===== src/hdl/lpmr_pkg.sv =====
// Constants and types for the mode register access block.
// Assumes a 100 MHz core clock and a command/address bus already split into rise and fall halves.
package lpmr_pkg;
	localparam int unsigned CLK_MHZ     = 100;
	localparam int unsigned TSI_MS      = 32;
	localparam int unsigned TSI_CYC     = TSI_MS * 1000 * CLK_MHZ;
	localparam int unsigned MRR_CYC     = 2;
	localparam int unsigned BURST_BEATS = 4;

	localparam logic [3:0]  OP_MRW      = 4'h0;
	localparam logic [3:0]  OP_MRR      = 4'h8;

	localparam logic [7:0]  MR_TEMP     = 8'h04;
	localparam logic [7:0]  MR_ZQ       = 8'h0A;
	localparam logic [7:0]  MR_CAL_A    = 8'h20;
	localparam logic [7:0]  MR_CAL_B    = 8'h28;
	localparam logic [7:0]  MR_RST      = 8'h3F;
	localparam logic [63:0] MR_WR_MAP   = 64'h0000_0000_0003_000E;
	localparam logic [7:0]  MR_DEFAULT  = 8'h00;

	localparam logic [3:0]  PAT_A       = 4'h5;
	localparam logic [3:0]  PAT_B       = 4'hC;

	localparam logic [2:0]  TEMP_HOT    = 3'h3;

	localparam logic [7:0]  ZQ_OP_INIT  = 8'hFF;
	localparam logic [7:0]  ZQ_OP_LONG  = 8'hAB;
	localparam logic [7:0]  ZQ_OP_SHORT = 8'h56;
	localparam logic [7:0]  ZQ_OP_RESET = 8'hC3;

	typedef enum logic [2:0] {
		ST_IDLE   = 3'b000,
		ST_ACTIVE = 3'b001,
		ST_MRR    = 3'b010,
		ST_MRW    = 3'b011,
		ST_INIT   = 3'b100,
		ST_ZQ     = 3'b101
	} lpmr_state_t;

	typedef enum logic [1:0] {
		ZQ_UNCAL = 2'b00,
		ZQ_DEF30 = 2'b01,
		ZQ_CAL15 = 2'b10
	} lpmr_zq_t;

	typedef enum logic [1:0] {
		ZK_INIT  = 2'b00,
		ZK_RESET = 2'b01,
		ZK_LONG  = 2'b10,
		ZK_SHORT = 2'b11
	} lpmr_zqk_t;
endpackage


===== src/hdl/lpmr_temp_status.sv =====
// Temperature status holder: synchronises the sensor code and refreshes it periodically.
// Assumes temp_sense comes from an analog sensor outside the clock domain.
`timescale 1ns/1ps
`default_nettype none
module lpmr_temp_status
	import lpmr_pkg::*;
#(
	parameter int unsigned UPDATE_CYC = TSI_CYC
)(
	input  wire logic       clk,
	input  wire logic       resetn,
	input  wire logic       clk_en,
	input  wire logic [2:0] temp_sense,
	output logic      [2:0] temp_code
);
	localparam int unsigned CNT_W = $clog2(UPDATE_CYC + 1);

	typedef struct packed {
		logic [2:0]       s1;
		logic [2:0]       s2;
		logic [CNT_W-1:0] cnt;
		logic [2:0]       code;
	} lpmr_ts_t;

	lpmr_ts_t s_r;
	lpmr_ts_t s_nxt;

	always_comb begin
		s_nxt = s_r;
		s_nxt.s1 = temp_sense;
		s_nxt.s2 = s_r.s1;
		if (s_r.cnt == '0) begin
			s_nxt.code = s_r.s2;
			s_nxt.cnt = CNT_W'(UPDATE_CYC - 1);
		end else begin
			s_nxt.cnt = s_r.cnt - CNT_W'(1);
		end
	end

	always_ff @(posedge clk or negedge resetn) begin
		if (!resetn) begin
			s_r <= '0;
		end else if (clk_en) begin
			s_r <= s_nxt;
		end
	end

	assign temp_code = s_r.code;

	a_update_bound: assert property (@(posedge clk) disable iff (!resetn)
		s_r.cnt < CNT_W'(UPDATE_CYC))
		else $error("sensor update counter beyond interval");
	a_code_sample: assert property (@(posedge clk) disable iff (!resetn)
		(clk_en && s_r.cnt == '0) |=> (temp_code == $past(s_r.s2)))
		else $error("temperature code not refreshed at interval end");
endmodule
`default_nettype wire


===== src/hdl/lpmr_mode_access.sv =====
// Mode register access logic: decodes read and write commands, returns register and
// calibration data, runs reset and impedance calibration periods.
// Assumes cs_n, ca_rise, ca_fall and banks_active come from logic on clk.
`timescale 1ns/1ps
`default_nettype none
module lpmr_mode_access
	import lpmr_pkg::*;
#(
	parameter int unsigned READ_LAT   = 3,
	parameter int unsigned T_MRW      = 5,
	parameter int unsigned T_INIT4    = 100,
	parameter int unsigned T_ZQINIT   = 100,
	parameter int unsigned T_ZQRESET  = 10,
	parameter int unsigned T_ZQCL     = 40,
	parameter int unsigned T_ZQCS     = 10,
	parameter int unsigned UPDATE_CYC = TSI_CYC
)(
	input  wire logic        clk,
	input  wire logic        resetn,
	input  wire logic        clk_en,
	input  wire logic        cs_n,
	input  wire logic [9:0]  ca_rise,
	input  wire logic [9:0]  ca_fall,
	input  wire logic        banks_active,
	input  wire logic [2:0]  temp_sense,
	output logic      [31:0] dq_rise,
	output logic      [31:0] dq_fall,
	output logic             dq_oe,
	output logic      [2:0]  dev_state,
	output logic      [1:0]  zq_level,
	output logic             zq_init_done
);
	typedef struct packed {
		lpmr_state_t state;
		logic [15:0] cnt;
		logic        ret_act;
		logic        rd_pend;
		logic [3:0]  lat;
		logic [7:0]  baddr;
		logic [7:0]  rdata;
		logic        beat;
		logic        dq_oe;
		logic [31:0] dq_rise;
		logic [31:0] dq_fall;
		lpmr_zqk_t   zq_kind;
		lpmr_zq_t    zq_level;
		logic        zq_done;
	} lpmr_st_t;

	lpmr_st_t   s_r;
	lpmr_st_t   s_nxt;
	logic [7:0] mr_mem [64];
	logic [7:0] cmd_addr;
	logic [7:0] cmd_data;
	logic       mrr_go;
	logic       mrw_go;
	logic       mem_we;
	logic       mem_clr;
	logic [2:0] temp_code;

	lpmr_temp_status #(
		.UPDATE_CYC (UPDATE_CYC)
	) u_temp (
		.clk        (clk),
		.resetn     (resetn),
		.clk_en     (clk_en),
		.temp_sense (temp_sense),
		.temp_code  (temp_code)
	);

	function automatic logic [7:0] mr_addr(input logic [9:0] r, input logic [9:0] f);
		mr_addr = {f[1:0], r[9:4]};
	endfunction

	function automatic logic is_writable(input logic [7:0] a);
		is_writable = (a[7:6] == 2'h0) && MR_WR_MAP[a[5:0]];
	endfunction

	function automatic logic [31:0] beat_data(input logic [7:0] a, input logic [7:0] d,
			input logic [1:0] t);
		if (a == MR_CAL_A) begin
			beat_data = {32{PAT_A[t]}};
		end else if (a == MR_CAL_B) begin
			beat_data = {32{PAT_B[t]}};
		end else begin
			beat_data = (t == 2'h0) ? {24'h000000, d} : 32'h00000000;
		end
	endfunction

	assign cmd_addr = mr_addr(ca_rise, ca_fall);
	assign cmd_data = ca_fall[9:2];
	assign mrr_go   = !cs_n && (ca_rise[3:0] == OP_MRR) && !s_r.rd_pend &&
	                  (s_r.state == ST_IDLE || s_r.state == ST_ACTIVE);
	assign mrw_go   = !cs_n && (ca_rise[3:0] == OP_MRW) &&
	                  (s_r.state == ST_IDLE) && !banks_active;

	always_comb begin
		s_nxt = s_r;
		mem_we = 1'h0;
		mem_clr = 1'h0;
		s_nxt.dq_oe = 1'h0;
		s_nxt.dq_rise = 32'h00000000;
		s_nxt.dq_fall = 32'h00000000;
		// Read burst: two beats per clock, four beats in all
		if (s_r.rd_pend && s_r.lat == 4'h0) begin
			s_nxt.rd_pend = 1'h0;
			s_nxt.dq_oe = 1'h1;
			s_nxt.beat = 1'h0;
			s_nxt.dq_rise = beat_data(s_r.baddr, s_r.rdata, 2'h0);
			s_nxt.dq_fall = beat_data(s_r.baddr, s_r.rdata, 2'h1);
		end else if (s_r.rd_pend) begin
			s_nxt.lat = s_r.lat - 4'h1;
		end else if (s_r.dq_oe && !s_r.beat) begin
			s_nxt.dq_oe = 1'h1;
			s_nxt.beat = 1'h1;
			s_nxt.dq_rise = beat_data(s_r.baddr, s_r.rdata, 2'h2);
			s_nxt.dq_fall = beat_data(s_r.baddr, s_r.rdata, 2'h3);
		end
		case (s_r.state)
			ST_IDLE, ST_ACTIVE: begin
				s_nxt.state = banks_active ? ST_ACTIVE : ST_IDLE;
				if (mrr_go) begin
					s_nxt.state = ST_MRR;
					s_nxt.cnt = 16'(MRR_CYC - 1);
					s_nxt.ret_act = (s_r.state == ST_ACTIVE);
					s_nxt.rd_pend = 1'h1;
					s_nxt.lat = 4'(READ_LAT - 1);
					s_nxt.baddr = cmd_addr;
					if (cmd_addr == MR_TEMP) begin
						s_nxt.rdata = {5'h00, temp_code};
					end else if (is_writable(cmd_addr)) begin
						s_nxt.rdata = mr_mem[cmd_addr[5:0]];
					end else begin
						s_nxt.rdata = 8'h00;
					end
				end else if (mrw_go && cmd_addr == MR_RST) begin
					s_nxt.state = ST_INIT;
					s_nxt.cnt = 16'(T_INIT4 - 1);
					mem_clr = 1'h1;
				end else if (mrw_go && cmd_addr == MR_ZQ &&
						(cmd_data == ZQ_OP_INIT || cmd_data == ZQ_OP_RESET ||
						cmd_data == ZQ_OP_LONG || cmd_data == ZQ_OP_SHORT)) begin
					s_nxt.state = ST_ZQ;
					if (cmd_data == ZQ_OP_INIT) begin
						s_nxt.zq_kind = ZK_INIT;
						s_nxt.cnt = 16'(T_ZQINIT - 1);
					end else if (cmd_data == ZQ_OP_RESET) begin
						s_nxt.zq_kind = ZK_RESET;
						s_nxt.cnt = 16'(T_ZQRESET - 1);
					end else if (cmd_data == ZQ_OP_LONG) begin
						s_nxt.zq_kind = ZK_LONG;
						s_nxt.cnt = 16'(T_ZQCL - 1);
					end else begin
						s_nxt.zq_kind = ZK_SHORT;
						s_nxt.cnt = 16'(T_ZQCS - 1);
					end
				end else if (mrw_go) begin
					s_nxt.state = ST_MRW;
					s_nxt.cnt = 16'(T_MRW - 1);
					mem_we = is_writable(cmd_addr);
				end
			end
			ST_MRR, ST_MRW, ST_INIT, ST_ZQ: begin
				if (s_r.cnt != 16'h0000) begin
					s_nxt.cnt = s_r.cnt - 16'h0001;
				end else begin
					s_nxt.state = (s_r.state == ST_MRR && s_r.ret_act) ? ST_ACTIVE : ST_IDLE;
					if (s_r.state == ST_ZQ) begin
						case (s_r.zq_kind)
							ZK_INIT: begin
								s_nxt.zq_level = ZQ_CAL15;
								s_nxt.zq_done = 1'h1;
							end
							ZK_LONG: begin
								s_nxt.zq_level = ZQ_CAL15;
							end
							ZK_RESET: begin
								s_nxt.zq_level = ZQ_DEF30;
							end
							default: begin
								s_nxt.zq_level = s_r.zq_level;
							end
						endcase
					end
				end
			end
			default: begin
				s_nxt.state = ST_IDLE;
			end
		endcase
	end

	always_ff @(posedge clk or negedge resetn) begin
		if (!resetn) begin
			s_r <= '0;
		end else if (clk_en) begin
			s_r <= s_nxt;
		end
	end

	always_ff @(posedge clk or negedge resetn) begin
		if (!resetn) begin
			for (int i = 0; i < 64; i++) begin
				mr_mem[i] <= MR_DEFAULT;
			end
		end else if (clk_en) begin
			if (mem_clr) begin
				for (int i = 0; i < 64; i++) begin
					mr_mem[i] <= MR_DEFAULT;
				end
			end else if (mem_we) begin
				mr_mem[cmd_addr[5:0]] <= cmd_data;
			end
		end
	end

	assign dq_rise      = s_r.dq_rise;
	assign dq_fall      = s_r.dq_fall;
	assign dq_oe        = s_r.dq_oe;
	assign dev_state    = s_r.state;
	assign zq_level     = s_r.zq_level;
	assign zq_init_done = s_r.zq_done;

	a_mrw_store: assert property (@(posedge clk) disable iff (!resetn)
		(clk_en && mem_we) |=> (mr_mem[$past(cmd_addr[5:0])] == $past(cmd_data)))
		else $error("writable register not updated by write");
	a_ro_write_ignored: assert property (@(posedge clk) disable iff (!resetn)
		(mrw_go && !is_writable(cmd_addr)) |-> !mem_we)
		else $error("read-only register write enabled storage");
	a_mrr_period: assert property (@(posedge clk) disable iff (!resetn)
		(clk_en && mrr_go) ##1 clk_en ##1 clk_en |=> (dev_state != ST_MRR))
		else $error("read period not two clocks");
	a_mrr_return: assert property (@(posedge clk) disable iff (!resetn)
		(clk_en && dev_state == ST_MRR && s_r.cnt == 16'h0000 && s_r.ret_act)
		|=> (dev_state == ST_ACTIVE))
		else $error("read did not return to bank active state");
	a_cal_pattern: assert property (@(posedge clk) disable iff (!resetn)
		(dq_oe && s_r.baddr == MR_CAL_A) |->
		(dq_rise == {32{PAT_A[{s_r.beat, 1'h0}]}}) && (dq_fall == {32{PAT_A[{s_r.beat, 1'h1}]}}))
		else $error("calibration pattern A wrong");
	a_first_beat: assert property (@(posedge clk) disable iff (!resetn)
		(dq_oe && !s_r.beat && s_r.baddr != MR_CAL_A && s_r.baddr != MR_CAL_B)
		|-> (dq_rise[7:0] == s_r.rdata))
		else $error("register data missing on first beat");
	a_temp_read: assert property (@(posedge clk) disable iff (!resetn)
		(clk_en && mrr_go && cmd_addr == MR_TEMP) |=> (s_r.rdata == {5'h00, $past(temp_code)}))
		else $error("temperature status not returned");
	a_reset_entry: assert property (@(posedge clk) disable iff (!resetn)
		(clk_en && mrw_go && cmd_addr == MR_RST) |=> (dev_state == ST_INIT && mr_mem[1] == MR_DEFAULT))
		else $error("reset write did not restore defaults");
	a_zq_reset_level: assert property (@(posedge clk) disable iff (!resetn)
		(clk_en && dev_state == ST_ZQ && s_r.cnt == 16'h0000 && s_r.zq_kind == ZK_RESET)
		|=> (zq_level == ZQ_DEF30))
		else $error("calibration reset did not restore defaults");
	a_rd_latency: assert property (@(posedge clk) disable iff (!resetn)
		(clk_en && mrr_go) ##1 (clk_en && !dq_oe)[*3] |=> dq_oe)
		else $error("read burst not at read latency");

	c_cal_read: cover property (@(posedge clk) disable iff (!resetn)
		dq_oe && s_r.baddr == MR_CAL_B);
	c_reset: cover property (@(posedge clk) disable iff (!resetn)
		dev_state == ST_INIT);
	c_zq_long: cover property (@(posedge clk) disable iff (!resetn)
		dev_state == ST_ZQ && s_r.zq_kind == ZK_LONG);
	c_active_read: cover property (@(posedge clk) disable iff (!resetn)
		dev_state == ST_MRR && s_r.ret_act);
endmodule
`default_nettype wire


===== config.mk =====
export PLATFORM = sky130hd
export DESIGN_NAME = lpmr_mode_access
export DESIGN_NICKNAME = d
export VERILOG_FILES = /design/src/hdl/lpmr_pkg.sv /design/src/hdl/lpmr_temp_status.sv /design/src/hdl/lpmr_mode_access.sv
export SDC_FILE = /design/constraint.sdc
export NUM_CORES = 1
export LEC_CHECK = 0
export BUFFER_PORTS_ARGS = -buffer_cell sky130_fd_sc_hd__buf_4
export CAP_MARGIN = 20
export CORE_ASPECT_RATIO = 0.6
export CORE_MARGIN = 10
export CORE_UTILIZATION = 50
export DETAILED_ROUTE_END_ITERATION = 10
export HOLD_SLACK_MARGIN = 0.02
export PLACE_DENSITY = 0.75
export REMOVE_ABC_BUFFERS = 1
export SLEW_MARGIN = 25
export SYNTH_ARGS = -nofsm -noshare
export SYNTH_HDL_FRONTEND = slang
export SYNTH_SLANG_ARGS = --single-unit

===== constraint.sdc =====
create_clock -name clk -period 4.87 [get_ports clk]
set_input_delay 0.2435 -clock clk [delete_from_list [all_inputs] [get_ports clk]]
set_output_delay 0.2435 -clock clk [all_outputs]
set_load 0.1 [all_outputs]

# [Word level (Yosys, flattened, before mapping)]
# Memories as Yosys holds them, arrays and structs flattened.
# Index checks and enable logic that the tools add are counted.
[totals] reg_bits=655 rom_bits=64 input_bits=28 output_inout_bits=71 wordCells=209 mem_count=1
[mem_list] name="(name not given)" words=64 width=1 rd=1 rd_clocked_by_memory_dff=0 wr=0 line="lpmr_mode_access.sv:76" source="is_writable = (a[7:6] == 2'h0) && MR_WR_MAP[a[5:0]];"
[classes] addsub=3 n_lt_le_gt_ge=3 eq_ne=21 mux=50 bitwise=4 n_reduce_logical=45
[op_table] op="512-bit two-way mux" n=2
[op_table] op="512-bit bitwise mux" n=1
[op_table] op="66-bit two-way mux" n=3
[op_table] op="32-bit two-way mux" n=4
[op_table] op="19-bit two-way mux" n=3
[op_table] op="8-bit binary-select mux with 6-bit select" n=1
[op_table] op="8-bit demux with 6-bit select" n=1
[op_table] op="8-bit two-way mux" n=6
[op_table] op="21-bit two-way mux" n=2
[op_table] op="16-bit case mux with 2 select lines" n=1
[op_table] op="8-bit by 6-bit equality test with 1-bit output (second input constant)" n=3
[op_table] op="8-bit equality test (second input constant)" n=3
[op_table] op="22-bit zero test" n=1
[op_table] op="22-bit two-way mux" n=1
[op_table] op="22-bit by 1-bit subtractor with 22-bit output (second input constant)" n=1
[op_table] op="18-bit two-way mux" n=1
[op_table] op="16-bit two-way mux" n=1
[op_table] op="16-bit nonzero test" n=1
[op_table] op="16-bit by 1-bit subtractor with 16-bit output (second input constant)" n=1
[op_table] op="5-bit AND reduction" n=3
[op_table] op="1-bit logical AND" n=14
[op_table] op="1-bit two-way mux" n=13
[op_table] op="6-bit two-way mux" n=2
[op_table] op="8-bit by 3-bit equality test with 1-bit output (second input constant)" n=1
[op_table] op="34 further kinds" n=56

# [Longest topological paths before layout]
# Gate-level depths: netlist of run 1.
[depth] ltp_word=12 ltp_mapped=10 ltp_nobuf=8

# [Hierarchy]
# A second synthesis of run 1 with hierarchy kept.
[unflattened] cells_unflattened=2238 hier_area_um2=26117.5
[by_module_without_submodules] mod="lpmr_mode_access" instances=1 cells_per_inst=2105 area_each_um2=24614.9 seq_area_each_um2=14263.7
[by_module_without_submodules] mod="lpmr_temp_status" instances=1 cells_per_inst=133 area_each_um2=1502.7 seq_area_each_um2=775.7

# [Least setup slack after synthesis of run 1]
# Ideal clock, no wire load.
[synth_path] path_kind="reg-to-reg" startpoint="register s_r[93] (netlist name)" endpoint="register s_r[95] (netlist name)" setup_time_ps=126 t_arrival_ps=2315 required_ps=4744 slack_ps=2429 stages_incl_launch_ff=10 n_path_buf=1 synth_period_minus_slack_ps=2441 cell_sequence="dfrtp_1 > inv_1 > ha_1 > or3b_1 > or4b_4 > o22ai_4 > or2_2 > buf_6 > o21ai_2 > a221o_1"
[synth_between] elab_chain_cells=3 word_cells_on_any_way=6 cone_classes="add/sub: 1; eq/ne: 1; mux: 2; reduce/logical: 2"
[synth_rtl] element="start, declared" line="lpmr_mode_access.sv:50" source="lpmr_st_t s_r;"
[synth_rtl] element="start signal, assigned" line="lpmr_mode_access.sv:197" source="s_r <= s_nxt;"
[synth_rtl] element="16-bit by 1-bit subtractor with 16-bit output or 16-bit nonzero test (tied branches)" line="lpmr_mode_access.sv:165, lpmr_mode_access.sv:164"
[synth_rtl] element="16-bit two-way mux or 2-bit inequality test (tied branches)"
[synth_rtl] element="16-bit case mux with 2 select lines or 4-bit AND reduction (tied branches)"
# Parallel ways exist; a longest one is shown, timed or not. The select of a mux whose other input is x is not followed.
# A chain may end at the register's enable or synchronous reset.

# [Final worst setup path of run 1]
[layout_path] startpoint="input ca_rise[9]" endpoint="register mr_mem[334] (netlist name)"
[layout_between] elab_chain_cells=10 word_cells_on_any_way=27 cone_classes="order compare: 2; eq/ne: 2; mux: 14; bitwise: 1; reduce/logical: 7; memory: 1"
[layout_rtl] element="start, declared" line="lpmr_mode_access.sv:22" source="input wire logic [9:0] ca_rise,"
[layout_rtl] element="memory 64 x 1 bit"
[layout_rtl] element="1-bit two-way mux (implied by the code)" line="lpmr_mode_access.sv:76"
[layout_rtl] element="1-bit logical AND" line="lpmr_mode_access.sv:76"
[layout_rtl] element="1-bit two-way mux" line="lpmr_mode_access.sv:157" source="end else if (mrw_go) begin"
[layout_rtl] element="1-bit two-way mux" line="lpmr_mode_access.sv:140" source="end else if (mrw_go && cmd_addr == MR_ZQ &&"
[layout_rtl] element="1-bit two-way mux" line="lpmr_mode_access.sv:136" source="end else if (mrw_go && cmd_addr == MR_RST) begin"
[layout_rtl] element="1-bit two-way mux" line="lpmr_mode_access.sv:122" source="if (mrr_go) begin"
[layout_rtl] element="1-bit two-way mux" line="lpmr_mode_access.sv:119" source="case (s_r.state)"
[layout_rtl] element="2-bit nonzero test (no source line)"
[layout_rtl] element="2-bit AND reduction (no source line)"
[layout_rtl] element="end signal, assigned by index" line="lpmr_mode_access.sv:212" source="mr_mem[cmd_addr[5:0]] <= cmd_data;"
[layout_rtl] element="end, declared" line="lpmr_mode_access.sv:52" source="logic [7:0] mr_mem [64];"
# Parallel ways exist; a longest one is shown, timed or not. The select of a mux whose other input is x is not followed.

==> flow_summary_export.csv, run 1 <==
group,metric,value,unit
run_status,status,"complete, no violations",
floorplan,start_util,51.0,%
floorplan,dieHeight,194,um
final_layout,final_util,56.5,%
yosys,yosys_warnings,0,
yosys,synth_cells,2222,
floorplan,dieArea,60400,um2
route,post-route-drc-count,0,
yosys,async_reset_ff_share,100,%
route,viasPerCell,5.90,
hold_path,hp-class,"in -> reg",
clock_network,cts_resized,0,
placed_design,dp.cells,2828,
final_layout,fin_cells,2932,
clock_network,clkLatencyLatePin,0.60,ns
floorplan,io_pins,99,
sta,min_period_over_period,69.0,%
yosys,yosysTopAreaCellShare,57.7,%
critical_path,crit_path_end_kind,"flop",
critical_path,cp_top_family,"simple AND/OR/NAND/NOR gates",
sta,finalHoldViolCount,0,
sta,worst_slack,1.51,ns
critical_path,crit_buf_inv,3,
placed_design,globalplace.congestion,0.944,
grt,overflow,0,
critical_path,critical_path.max_stage_delay,0.90,ns
yosys,synth-seq-cells,585,
clock_network,cts.sinks,585,
critical_path,cp.required,5.29,ns
critical_path,cp_max_fo,104,
route,num_vias,17300,
route,final_antenna_net_count,0,
route,dr_wl_met2,26300,um
clock_network,root_buffer,"clkbuf_16",
placed_design,dp_slack,1.33,ns
placed_design,hpwl,42500,um
critical_path,slowest_stage,"buf_4",
clock_network,cts_buffer_depth,3,
yosys,post-synth-top-area-cell,"dfrtp_1",
floorplan,die_w,311,um
route,drt-pass1-iter-count,6,
floorplan,core,49700,um2
yosys,synthFlopType,"dfrtp_1",
grt,grt_pass1_wl,103000,um
final_layout,drive_gt1_share,14.0,%
route,wl,65200,um
critical_path,crit_path_cell_trace,"dlygate4sd3_1 > buf_4 > and2_1 > nand4_1 > nor4_4 > buf_4 > nor2b_1",
sta,worst_pin_slew,1.04,ns
route,wl_per_cell,22.3,um
final_layout,final-seq-area,14600,um2
power_and_ir_drop,leakage,13.9,nW
critical_path,critical_path_class,"in -> reg",
grt,track_usage,21.0,%
yosys,synth_area_leaders,"dfrtp_1, nor2b_1, mux2i_1, mux2_2, mux4_2",
power_and_ir_drop,power_density,364,nW/um2
yosys,synth_seq_area_share,57.7,%
sta,max_slew_margin,30.4,%
sta,period_needed,3.36,ns
route,drtIter0Drc,2160,
placed_design,port_buffers,98,
yosys,synth.cell_area,25400,um2
sta,slew_violations,0,
flow_run,maxCapViolCount,0,
grt,grt_pass1_vias,17400,
route,wl_met1,30000,um
route,wl_met3,7660,um
sta,worst_clock_skew,0.0309,ns
critical_path,crit_path_frequent_cell,"buf_4",
hold_path,min_from,"clk_en",
final_layout,fillerInstances,4013,
yosys,yosysUniqueCellTypes,84,
clock_network,cts_buffers,50,
floorplan,rows,63,
sta,finalSetupViolCount,0,
clock_network,cts.htree.levels,2,
clock_network,cts_tree,"done",
sta,whs,0.135,ns
yosys,synth-edff-count,0,
final_layout,multi_input_area,9530,um2
route,highest-signal-layer,"met4",
final_layout,fin_nets,2248,
sta,rsz0062_at_grt,"no",
grt,grt_max_degree,202,
clock_network,path_clk_slew,0.07,ns
critical_path,critPathLaunch,"ca_rise[9]",
critical_path,start_kind,"input pin",
yosys,avgSynthCellArea,11.4,um2
final_layout,layout-area-overhead-vs-synth,10.7,%
sta,max_freq,297,MHz
critical_path,worstReg2RegStart,"dev_state[1]$_DFFE_PN0P_",
power_and_ir_drop,ir_drop,0.000341,V
grt,antenna_found_initial,1,
critical_path,cp.arrival,3.78,ns
-- metal layers --
metal	vias up	GRT usage, %
met1	8739	31.2
met3	114	8.16
li1	7609	-
met4	0	4.65
met5	-	0
met2	833	28.5
-- synthesized netlist by cell type, drive strengths merged, types with 10 or more instances --
master,n
a22o,12
xnor2,21
nor4,19
nand2,131
and2,11
buf,125
nand2b,10
o211ai,10
a221oi,48
o221ai,11
mux2,52
mux4,24
clkbuf,91
dfrtp,585
nor3,28
nand3,60
a22oi,27
o21ai,81
nor2,79
inv,22
o22ai,16
mux2i,66
a221o,14
a21oi,67
nor2b,464
-- placed cells by master (no fill, tap or decap), drive strengths merged, types with 21 or more instances in the layout --
cell	n
nand3	60
mux2	52
nor2	79
mux4	24
a221oi	48
nor2b	464
clkbuf	77
xnor2	21
nand2	131
inv	22
mux2i	66
nor3	28
buf	140
dfrtp	585
o21ai	81
a21oi	67
a22oi	27
-- metrics by stage --
stage          setup TNS (ns)  power (mW)  instance area [um2]
2_1_floorplan        -7737.31        5.70                24200
3_3_place_gp                0        6.10                26200
3_5_place_dp                0        6.15                26200
4_1_cts                     0        10.3                28100
5_1_grt                     0        10.6                28100
6_report                    0        10.2                28100
-- worst paths after layout --
check                      cells after the start  slack (ns)                         end
max                                            7        1.51     mr_mem[334]$_DFFE_PN0P_
min                                            2        0.14      dq_rise[0]$_DFFE_PN0P_
max reg2reg                                    8        1.60     mr_mem[369]$_DFFE_PN0P_
min reg2reg                                    1        0.47  u_temp.s_r[15]$_DFFE_PN0P_
max in group asynchronous                      3        3.15     mr_mem[504]$_DFFE_PN0P_
min in group asynchronous                      2        0.32     mr_mem[174]$_DFFE_PN0P_
-- worst reg2reg max path, delay by kind of cell, from the launching register on --
kind | cells | cell delay [ns]
flops | 1 | 0.46
simple gates | 4 | 1.71
compound gates | 2 | 0.42
fa+ha+maj | 1 | 0.45
buf+inv | 1 | 0.12
-- state kept, by name (all words and copies together) (netlist names) --
register          count
zq_level              2
u_temp.s_r           25
u_temp.s_nxt          3
s_r                  41
dq_oe                 1
dq_rise               9
u_temp.temp_code      3
mr_mem              496
zq_init_done          1
dev_state             3
dq_fall               1
-- power by group --
group / leakage, nW / internal [mW] / switching [mW] / total [mW]
Sequential: 8.08 / 5.00 / 0.148 / 5.15
Clock: 0.821 / 2.31 / 1.81 / 4.12
Combinational: 5.00 / 0.307 / 0.634 / 0.941
Total: 13.9 / 7.62 / 2.60 / 10.2
-- layout make-up --
class                   instances  share of cell area [%]
well taps                     682                    3.04
inverters                      23                   0.307
multi-input cells            1398                    33.9
repair buffers                156                    4.62
clock inverters                10                   0.535
flip-flops and latches        585                    52.1
diodes                          1                 0.00891
clock buffers                  77                    5.43
-- cells by family (layout without fill, tap and decap cells) --
family                     Yosys count  count (layout)  share of synthesized area [%]
and+or+nand+nor                    860             860                           19.1
DFF                                585             585                           57.7
AOI/OAI and AO/OA                  362             362                           10.0
muxes                              142             142                           7.04
xor gates and xnor gates            28              28                          0.967
buffers and inverters              239             266                           4.86
other                                0               1                              0
adders and majority gates            6               6                          0.296
-- timing repair --
item / in CTS / in global routing
hold buffers: 16 / 0
setup buffers: 0 / 0
endpoints found under the hold margin: 113 / 0
Note: power is estimated with default switching activity, not from simulation.
==> run 2, diff against run 1 <==
==> constraint.sdc (replaced) <==
create_clock -name clk -period 3.3 [get_ports clk]
set_input_delay 0.165 -clock clk [delete_from_list [all_inputs] [get_ports clk]]
set_output_delay 0.165 -clock clk [all_outputs]
set_load 0.1 [all_outputs]
==> run 2 against run 1 <==
- non-clock buffer count rose by 62
- clock-buffer cell count fell by 6
- clock power rose by 56%
- first-iteration DRC count fell by 19%
- final cell count rose by 2.2%
- critical path type is now reg -> reg
- register-to-register slack got worse by 1.1 ns
- largest power group unchanged
- clock skew fell by 0.0095 ns
- combinational power rose by 52%
- sequential power rose by 47%
- global-route usage rose by 0.74 points
- final area rose by 2.5%
==> flow_summary_export.csv, run 2 (synthesized netlist as in run 1, its figures left out) <==
group,metric,value,unit
route,drtIter0Drc,1742,
hold_path,hp-class,"in -> reg",
sta,finalSetupViolCount,0,
sta,max_slew_margin,32.8,%
power_and_ir_drop,pwr-share-comb,9.2,%
sta,rsz0062_at_grt,"no",
clock_network,root_buffer,"clkbuf_16",
grt,grt_max_degree,109,
route,drt-pass1-iter-count,6,
critical_path,slowest_stage,"or4b_4",
power_and_ir_drop,p_clk_share,41.6,%
grt,overflow,0,
hold_path,min_from,"clk_en",
critical_path,critical_path_class,"reg -> reg",
sta,worst_pin_slew,1.01,ns
sta,finalHoldViolCount,0,
critical_path,critical_path.max_stage_delay,0.59,ns
grt,track_usage,21.8,%
run_status,status,"complete, no violations",
floorplan,rows,63,
floorplan,io_pins,99,
final_layout,fillerInstances,3908,
clock_network,cts_buffer_depth,3,
placed_design,hpwl,45300,um
final_layout,layout_common_cells,"dfrtp_1, nor2b_1, buf_4",
grt,antenna_found_initial,2,
sta,min_period_over_period,86.0,%
route,wl,66600,um
critical_path,cp.required,3.76,ns
route,num_vias,17400,
route,viasPerCell,5.80,
floorplan,die_w,311,um
clock_network,cts_tree,"done",
final_layout,top_register,"mr_mem",
final_layout,reg_top3,"mr_mem (496), s_r (41), u_temp.s_r (25)",
final_layout,fin_nets,2310,
final_layout,layout-area-overhead-vs-synth,13.5,%
critical_path,start_kind,"flop",
final_layout,drive_gt1_share,16.6,%
final_layout,diodes,0,
floorplan,dieArea,60400,um2
sta,period_needed,2.84,ns
sta,whs,0.0467,ns
critical_path,crit_path_cell_trace,"inv_1 > ha_1 > or3b_1 > or4b_4 > o22ai_4 > or2_2 > o21ai_0 > a221o_1",
grt,grt_pass1_wl,106000,um
clock_network,cts.htree.levels,2,
power_and_ir_drop,switching_share,24.9,%
flow_run,maxCapViolCount,0,
clock_network,path_clk_slew,0.07,ns
placed_design,port_buffers,98,
power_and_ir_drop,power_density,537,nW/um2
route,wl_per_cell,22.2,um
floorplan,dieHeight,194,um
sta,slew_violations,0,
power_and_ir_drop,p_sw,3.85,mW
sta,max_freq,352,MHz
clock_network,cts.sinks,585,
sta,fin_setup_tns,0,ns
route,final_antenna_net_count,0,
floorplan,core,49700,um2
clock_network,cts_buffers,50,
power_and_ir_drop,p_seq_share,49.2,%
critical_path,critPathLaunch,"s_r[93]$_DFFE_PN0P_",
floorplan,start_util,51.0,%
final_layout,largest_register_ffs,496,
placed_design,globalplace.congestion,0.957,
power_and_ir_drop,intPower,11.6,mW
final_layout,final_common_cell,"dfrtp_1",
clock_network,clkLatencyLatePin,0.58,ns
route,post-route-drc-count,0,
power_and_ir_drop,leakage,14.3,nW
critical_path,cp.arrival,3.30,ns
critical_path,cp_max_fo,11,
critical_path,crit_path_end_kind,"flop",
clock_network,cts_resized,0,
grt,grt_pass1_vias,18000,
power_and_ir_drop,ir_drop,0.000361,V
sta,worst_clock_skew,0.0214,ns
critical_path,worstReg2RegStart,"s_r[93]$_DFFE_PN0P_",
[run 2: cell types whose count changed in the layout (fill, tap and decap cells not counted), moves of 4 or more]
cell	delta
buf_4	+51
clkinv_2	+4
buf_12	+11
bufinv_16	+4
clkbuf_1	-6
[run 2: critical path: cells and delay by family (launching register included)]
kind,cells,cell delay (ns)
compound gates,3,0.66
buf+inv,1,0.08
simple gates,3,1.36
fa+ha+maj,1,0.20
flops,1,0.43
[run 2: final timing paths]
| kind | end | slack, ns | depth (start not counted) |
|---|---|---|---|
| worst min register to register | s_r[84]$_DFFE_PN0P_ | 0.47 | 2 |
| worst min-delay path | dq_rise[4]$_DFFE_PN0P_ | 0.05 | 2 |
| max in group asynchronous | u_temp.s_r[21]$_DFFE_PN0P_ | 1.99 | 3 |
| worst max-delay path | s_r[98]$_DFFE_PN0P_ | 0.46 | 8 |
| worst max register to register | s_r[98]$_DFFE_PN0P_ | 0.46 | 8 |
| min in group asynchronous | mr_mem[304]$_DFFE_PN0P_ | 0.24 | 2 |
[run 2: per-layer routing]
| layer | vias up | part of all wire (%) | GRT usage [%] |
|---|---|---|---|
| met3 | 91 | 12 | 8.71 |
| met2 | 751 | 41 | 29.8 |
| met1 | 8805 | 46 | 32.1 |
| met5 | - | 0 | 0 |
| li1 | 7742 | - | - |
| met4 | 0 | 1.4 | 4.05 |
[run 2: layout make-up]
type | count | area [um2] | area share [%]
sequential | 585 | 14600 | 50.9
multi-input combinational | 1398 | 9510 | 33.0
timing repair buffer | 218 | 1900 | 6.60
clock buffer | 71 | 1500 | 5.22
tap | 682 | 853 | 2.96
clock inverter | 20 | 293 | 1.02
inverter | 23 | 86.3 | 0.300
[run 2: power groups by stage]
stage | clock [mW] | combinational (mW) | sequential (mW)
global placement | 0 | 1.35 | 7.71
detailed placement | 0 | 1.39 | 7.72
CTS | 6.50 | 1.41 | 7.59
global route | 6.83 | 1.56 | 7.62
floorplan | 0 | 0.667 | 7.74
finish | 6.42 | 1.43 | 7.59
[run 2: per-stage QoR]
| step | cells | utilization (%) | area [um2] | worst slack [ns] | power [mW] |
|---|---|---|---|---|---|
| 5_1_grt | 2997 | 57.9 | 28800 | 0.386 | 16.0 |
| 2_1_floorplan | 2006 | - | 24200 | -19.23 | 8.41 |
| 3_3_place_gp | 2890 | 53.9 | 26800 | 0.487 | 9.06 |
| 4_1_cts | 2997 | 57.9 | 28800 | 0.509 | 15.5 |
| 6_report | 2997 | 57.9 | 28800 | 0.461 | 15.4 |
| 3_5_place_dp | 2890 | 53.9 | 26800 | 0.483 | 9.11 |
[run 2: repair_timing]
item / in CTS / in global routing
hold buffers: 16 / 0
setup buffers: 0 / 0
endpoints found under the hold margin: 137 / 0
==> run 3, diff against run 2 <==
--- a/config.mk
+++ b/config.mk
@@ -5,7 +5,7 @@
 export SDC_FILE = /design/constraint.sdc
 export NUM_CORES = 1
 export LEC_CHECK = 0
-export BUFFER_PORTS_ARGS = -buffer_cell sky130_fd_sc_hd__buf_4
+export BUFFER_PORTS_ARGS = -buffer_cell sky130_fd_sc_hd__clkbuf_2
 export CAP_MARGIN = 20
 export CORE_ASPECT_RATIO = 0.6
 export CORE_MARGIN = 10
==> run 3 against run 2 <==
- final area down 0.98%
- critical endpoint unchanged
- setup slack got worse by 0.020 ns
- hold slack improved by 0.0087 ns
- final cell count increased by 0.10%
- sequential cell count unchanged
- critical path type unchanged
- non-clock buffer count rose by 3
- sequential power hardly changed
==> flow_summary_export.csv, run 3 (synthesized netlist as in run 1, its figures left out) <==
group,metric,value,unit
critical_path,crit_path_end_kind,"flop",
hold_path,min_to,"s_r[83]$_DFFE_PN0P_",
sta,max_slew_margin,31.8,%
placed_design,globalplace.congestion,0.936,
clock_network,cts_buffer_depth,3,
critical_path,worstReg2RegStart,"s_r[93]$_DFFE_PN0P_",
grt,track_usage,21.9,%
floorplan,io_pins,99,
critical_path,start_kind,"flop",
sta,slew_violations,0,
grt,grt_pass1_wl,107000,um
flow_run,maxCapViolCount,0,
sta,max_freq,350,MHz
sta,period_needed,2.86,ns
clock_network,clkLatencyLatePin,0.58,ns
power_and_ir_drop,p_total,15.1,mW
placed_design,port_buffers,98,
critical_path,cp_max_fo,11,
power_and_ir_drop,power_density,530,nW/um2
route,final_antenna_net_count,0,
placed_design,placed_cell_area,26700,um2
critical_path,ff2ff_path_depth,8,
clock_network,holdBufCountCts,15,
clock_network,cts.sinks,585,
critical_path,critical_path_class,"reg -> reg",
grt,grt_pass1_vias,18100,
sta,worst_clock_skew,0.0177,ns
route,post-route-drc-count,0,
route,num_vias,17700,
floorplan,core,49700,um2
route,drt-pass1-iter-count,6,
final_layout,layout-area-overhead-vs-synth,12.3,%
sta,worst_slack,0.440,ns
sta,whs,0.0554,ns
grt,overflow,0,
sta,rsz0062_at_grt,"no",
run_status,status,"complete, no violations",
final_layout,final_util,57.3,%
clock_network,post_cts_buffers,0,
final_layout,top_register,"mr_mem",
grt,grt_max_degree,112,
hold_path,min_from,"ca_rise[8]",
final_layout,final_common_cell,"dfrtp_1",
floorplan,die_w,311,um
route,wl_per_cell,22.5,um
final_layout,drive_gt1_share,16.3,%
grt,antenna_found_initial,1,
critical_path,critical_path.max_stage_delay,0.59,ns
sta,finalSetupViolCount,0,
hold_path,hp-class,"in -> reg",
floorplan,rows,63,
clock_network,cts_resized,0,
clock_network,root_buffer,"clkbuf_16",
final_layout,fin_nets,2313,
route,viasPerCell,5.90,
critical_path,reg2reg_slack,0.44,ns
sta,min_period_over_period,86.7,%
placed_design,dp_slack,0.410,ns
floorplan,dieHeight,194,um
clock_network,cts.htree.levels,2,
sta,finalHoldViolCount,0,
clock_network,cts_buffers,50,
final_layout,largest_register_ffs,496,
critical_path,cp.required,3.75,ns
route,drtIter0Drc,2021,
critical_path,crit_path_cell_trace,"inv_1 > ha_1 > or3b_1 > or4b_4 > o22ai_4 > or2_2 > o21ai_0 > a221o_1",
floorplan,dieArea,60400,um2
power_and_ir_drop,leakage,14.2,nW
final_layout,reg_top3,"mr_mem (496), s_r (41), u_temp.s_r (25)",
clock_network,cts_tree,"done",
placed_design,hpwl,46200,um
critical_path,slowest_stage,"or4b_4",
route,wl,67500,um
critical_path,rr_endpoint,"s_r[98]$_DFFE_PN0P_",
clock_network,path_clk_slew,0.07,ns
floorplan,start_util,51.0,%
critical_path,cp.arrival,3.31,ns
sta,worst_pin_slew,1.02,ns
final_layout,layout_common_cells,"dfrtp_1, nor2b_1, nand2_1",
power_and_ir_drop,ir_drop,0.000409,V
hold_path,whs_path_depth,3,
final_layout,fin_area,28500,um2
[run 3: layout make-up]
type                            instances  area [um2]
Inverter                               23        86.3
Multi-Input combinational cell       1398        9530
Tap cell                              682         853
Fill cell                            3933       21200
Clock inverter                         13         173
Antenna cell                            1        2.50
Clock buffer                           77        1490
Timing Repair Buffer                  221        1740
Sequential cell                       585       14600
[run 3: power breakdown]
group          switching, mW  internal (mW)  leakage, nW
combinational          0.929          0.482         5.29
clock                   2.67           3.42        0.804
sequential             0.228           7.38         8.08
total                   3.82           11.3         14.2
[run 3: worst max path at each step]
stage / cells after the start / start / to
3_3_place_gp: 9 / ca_rise[4] / s_r[76]$_DFFE_PN0P_
2_1_floorplan: 6 / dev_state[1]$_DFFE_PN0P_ / mr_mem[480]$_DFFE_PN0P_
3_5_place_dp: 8 / ca_rise[6] / mr_mem[480]$_DFFE_PN0P_
4_1_cts: 8 / s_r[93]$_DFFE_PN0P_ / s_r[98]$_DFFE_PN0P_
6_report: 8 / s_r[93]$_DFFE_PN0P_ / s_r[98]$_DFFE_PN0P_
5_1_grt: 8 / s_r[93]$_DFFE_PN0P_ / s_r[98]$_DFFE_PN0P_
[run 3: critical path: cells and delay by family (launching register included)]
| kind | cells | cell delay (ns) |
|---|---|---|
| simple gates | 3 | 1.36 |
| compound gates | 3 | 0.68 |
| flops | 1 | 0.42 |
| fa+ha+maj | 1 | 0.18 |
| buf+inv | 1 | 0.08 |
[run 3: metal layers]
metal  GRT usage (%)  part of all wire, %
met1            32.4                   45
met2            31.0                   42
met3            7.39                   11
met5               0                    0
met4            4.05                  1.5
[run 3: through the flow]
stage,TNS (ns),std cells
global placement,0,2894
global route,0,3000
floorplan,-8552.46,2006
finish,0,3000
detailed placement,0,2894
CTS,0,2999
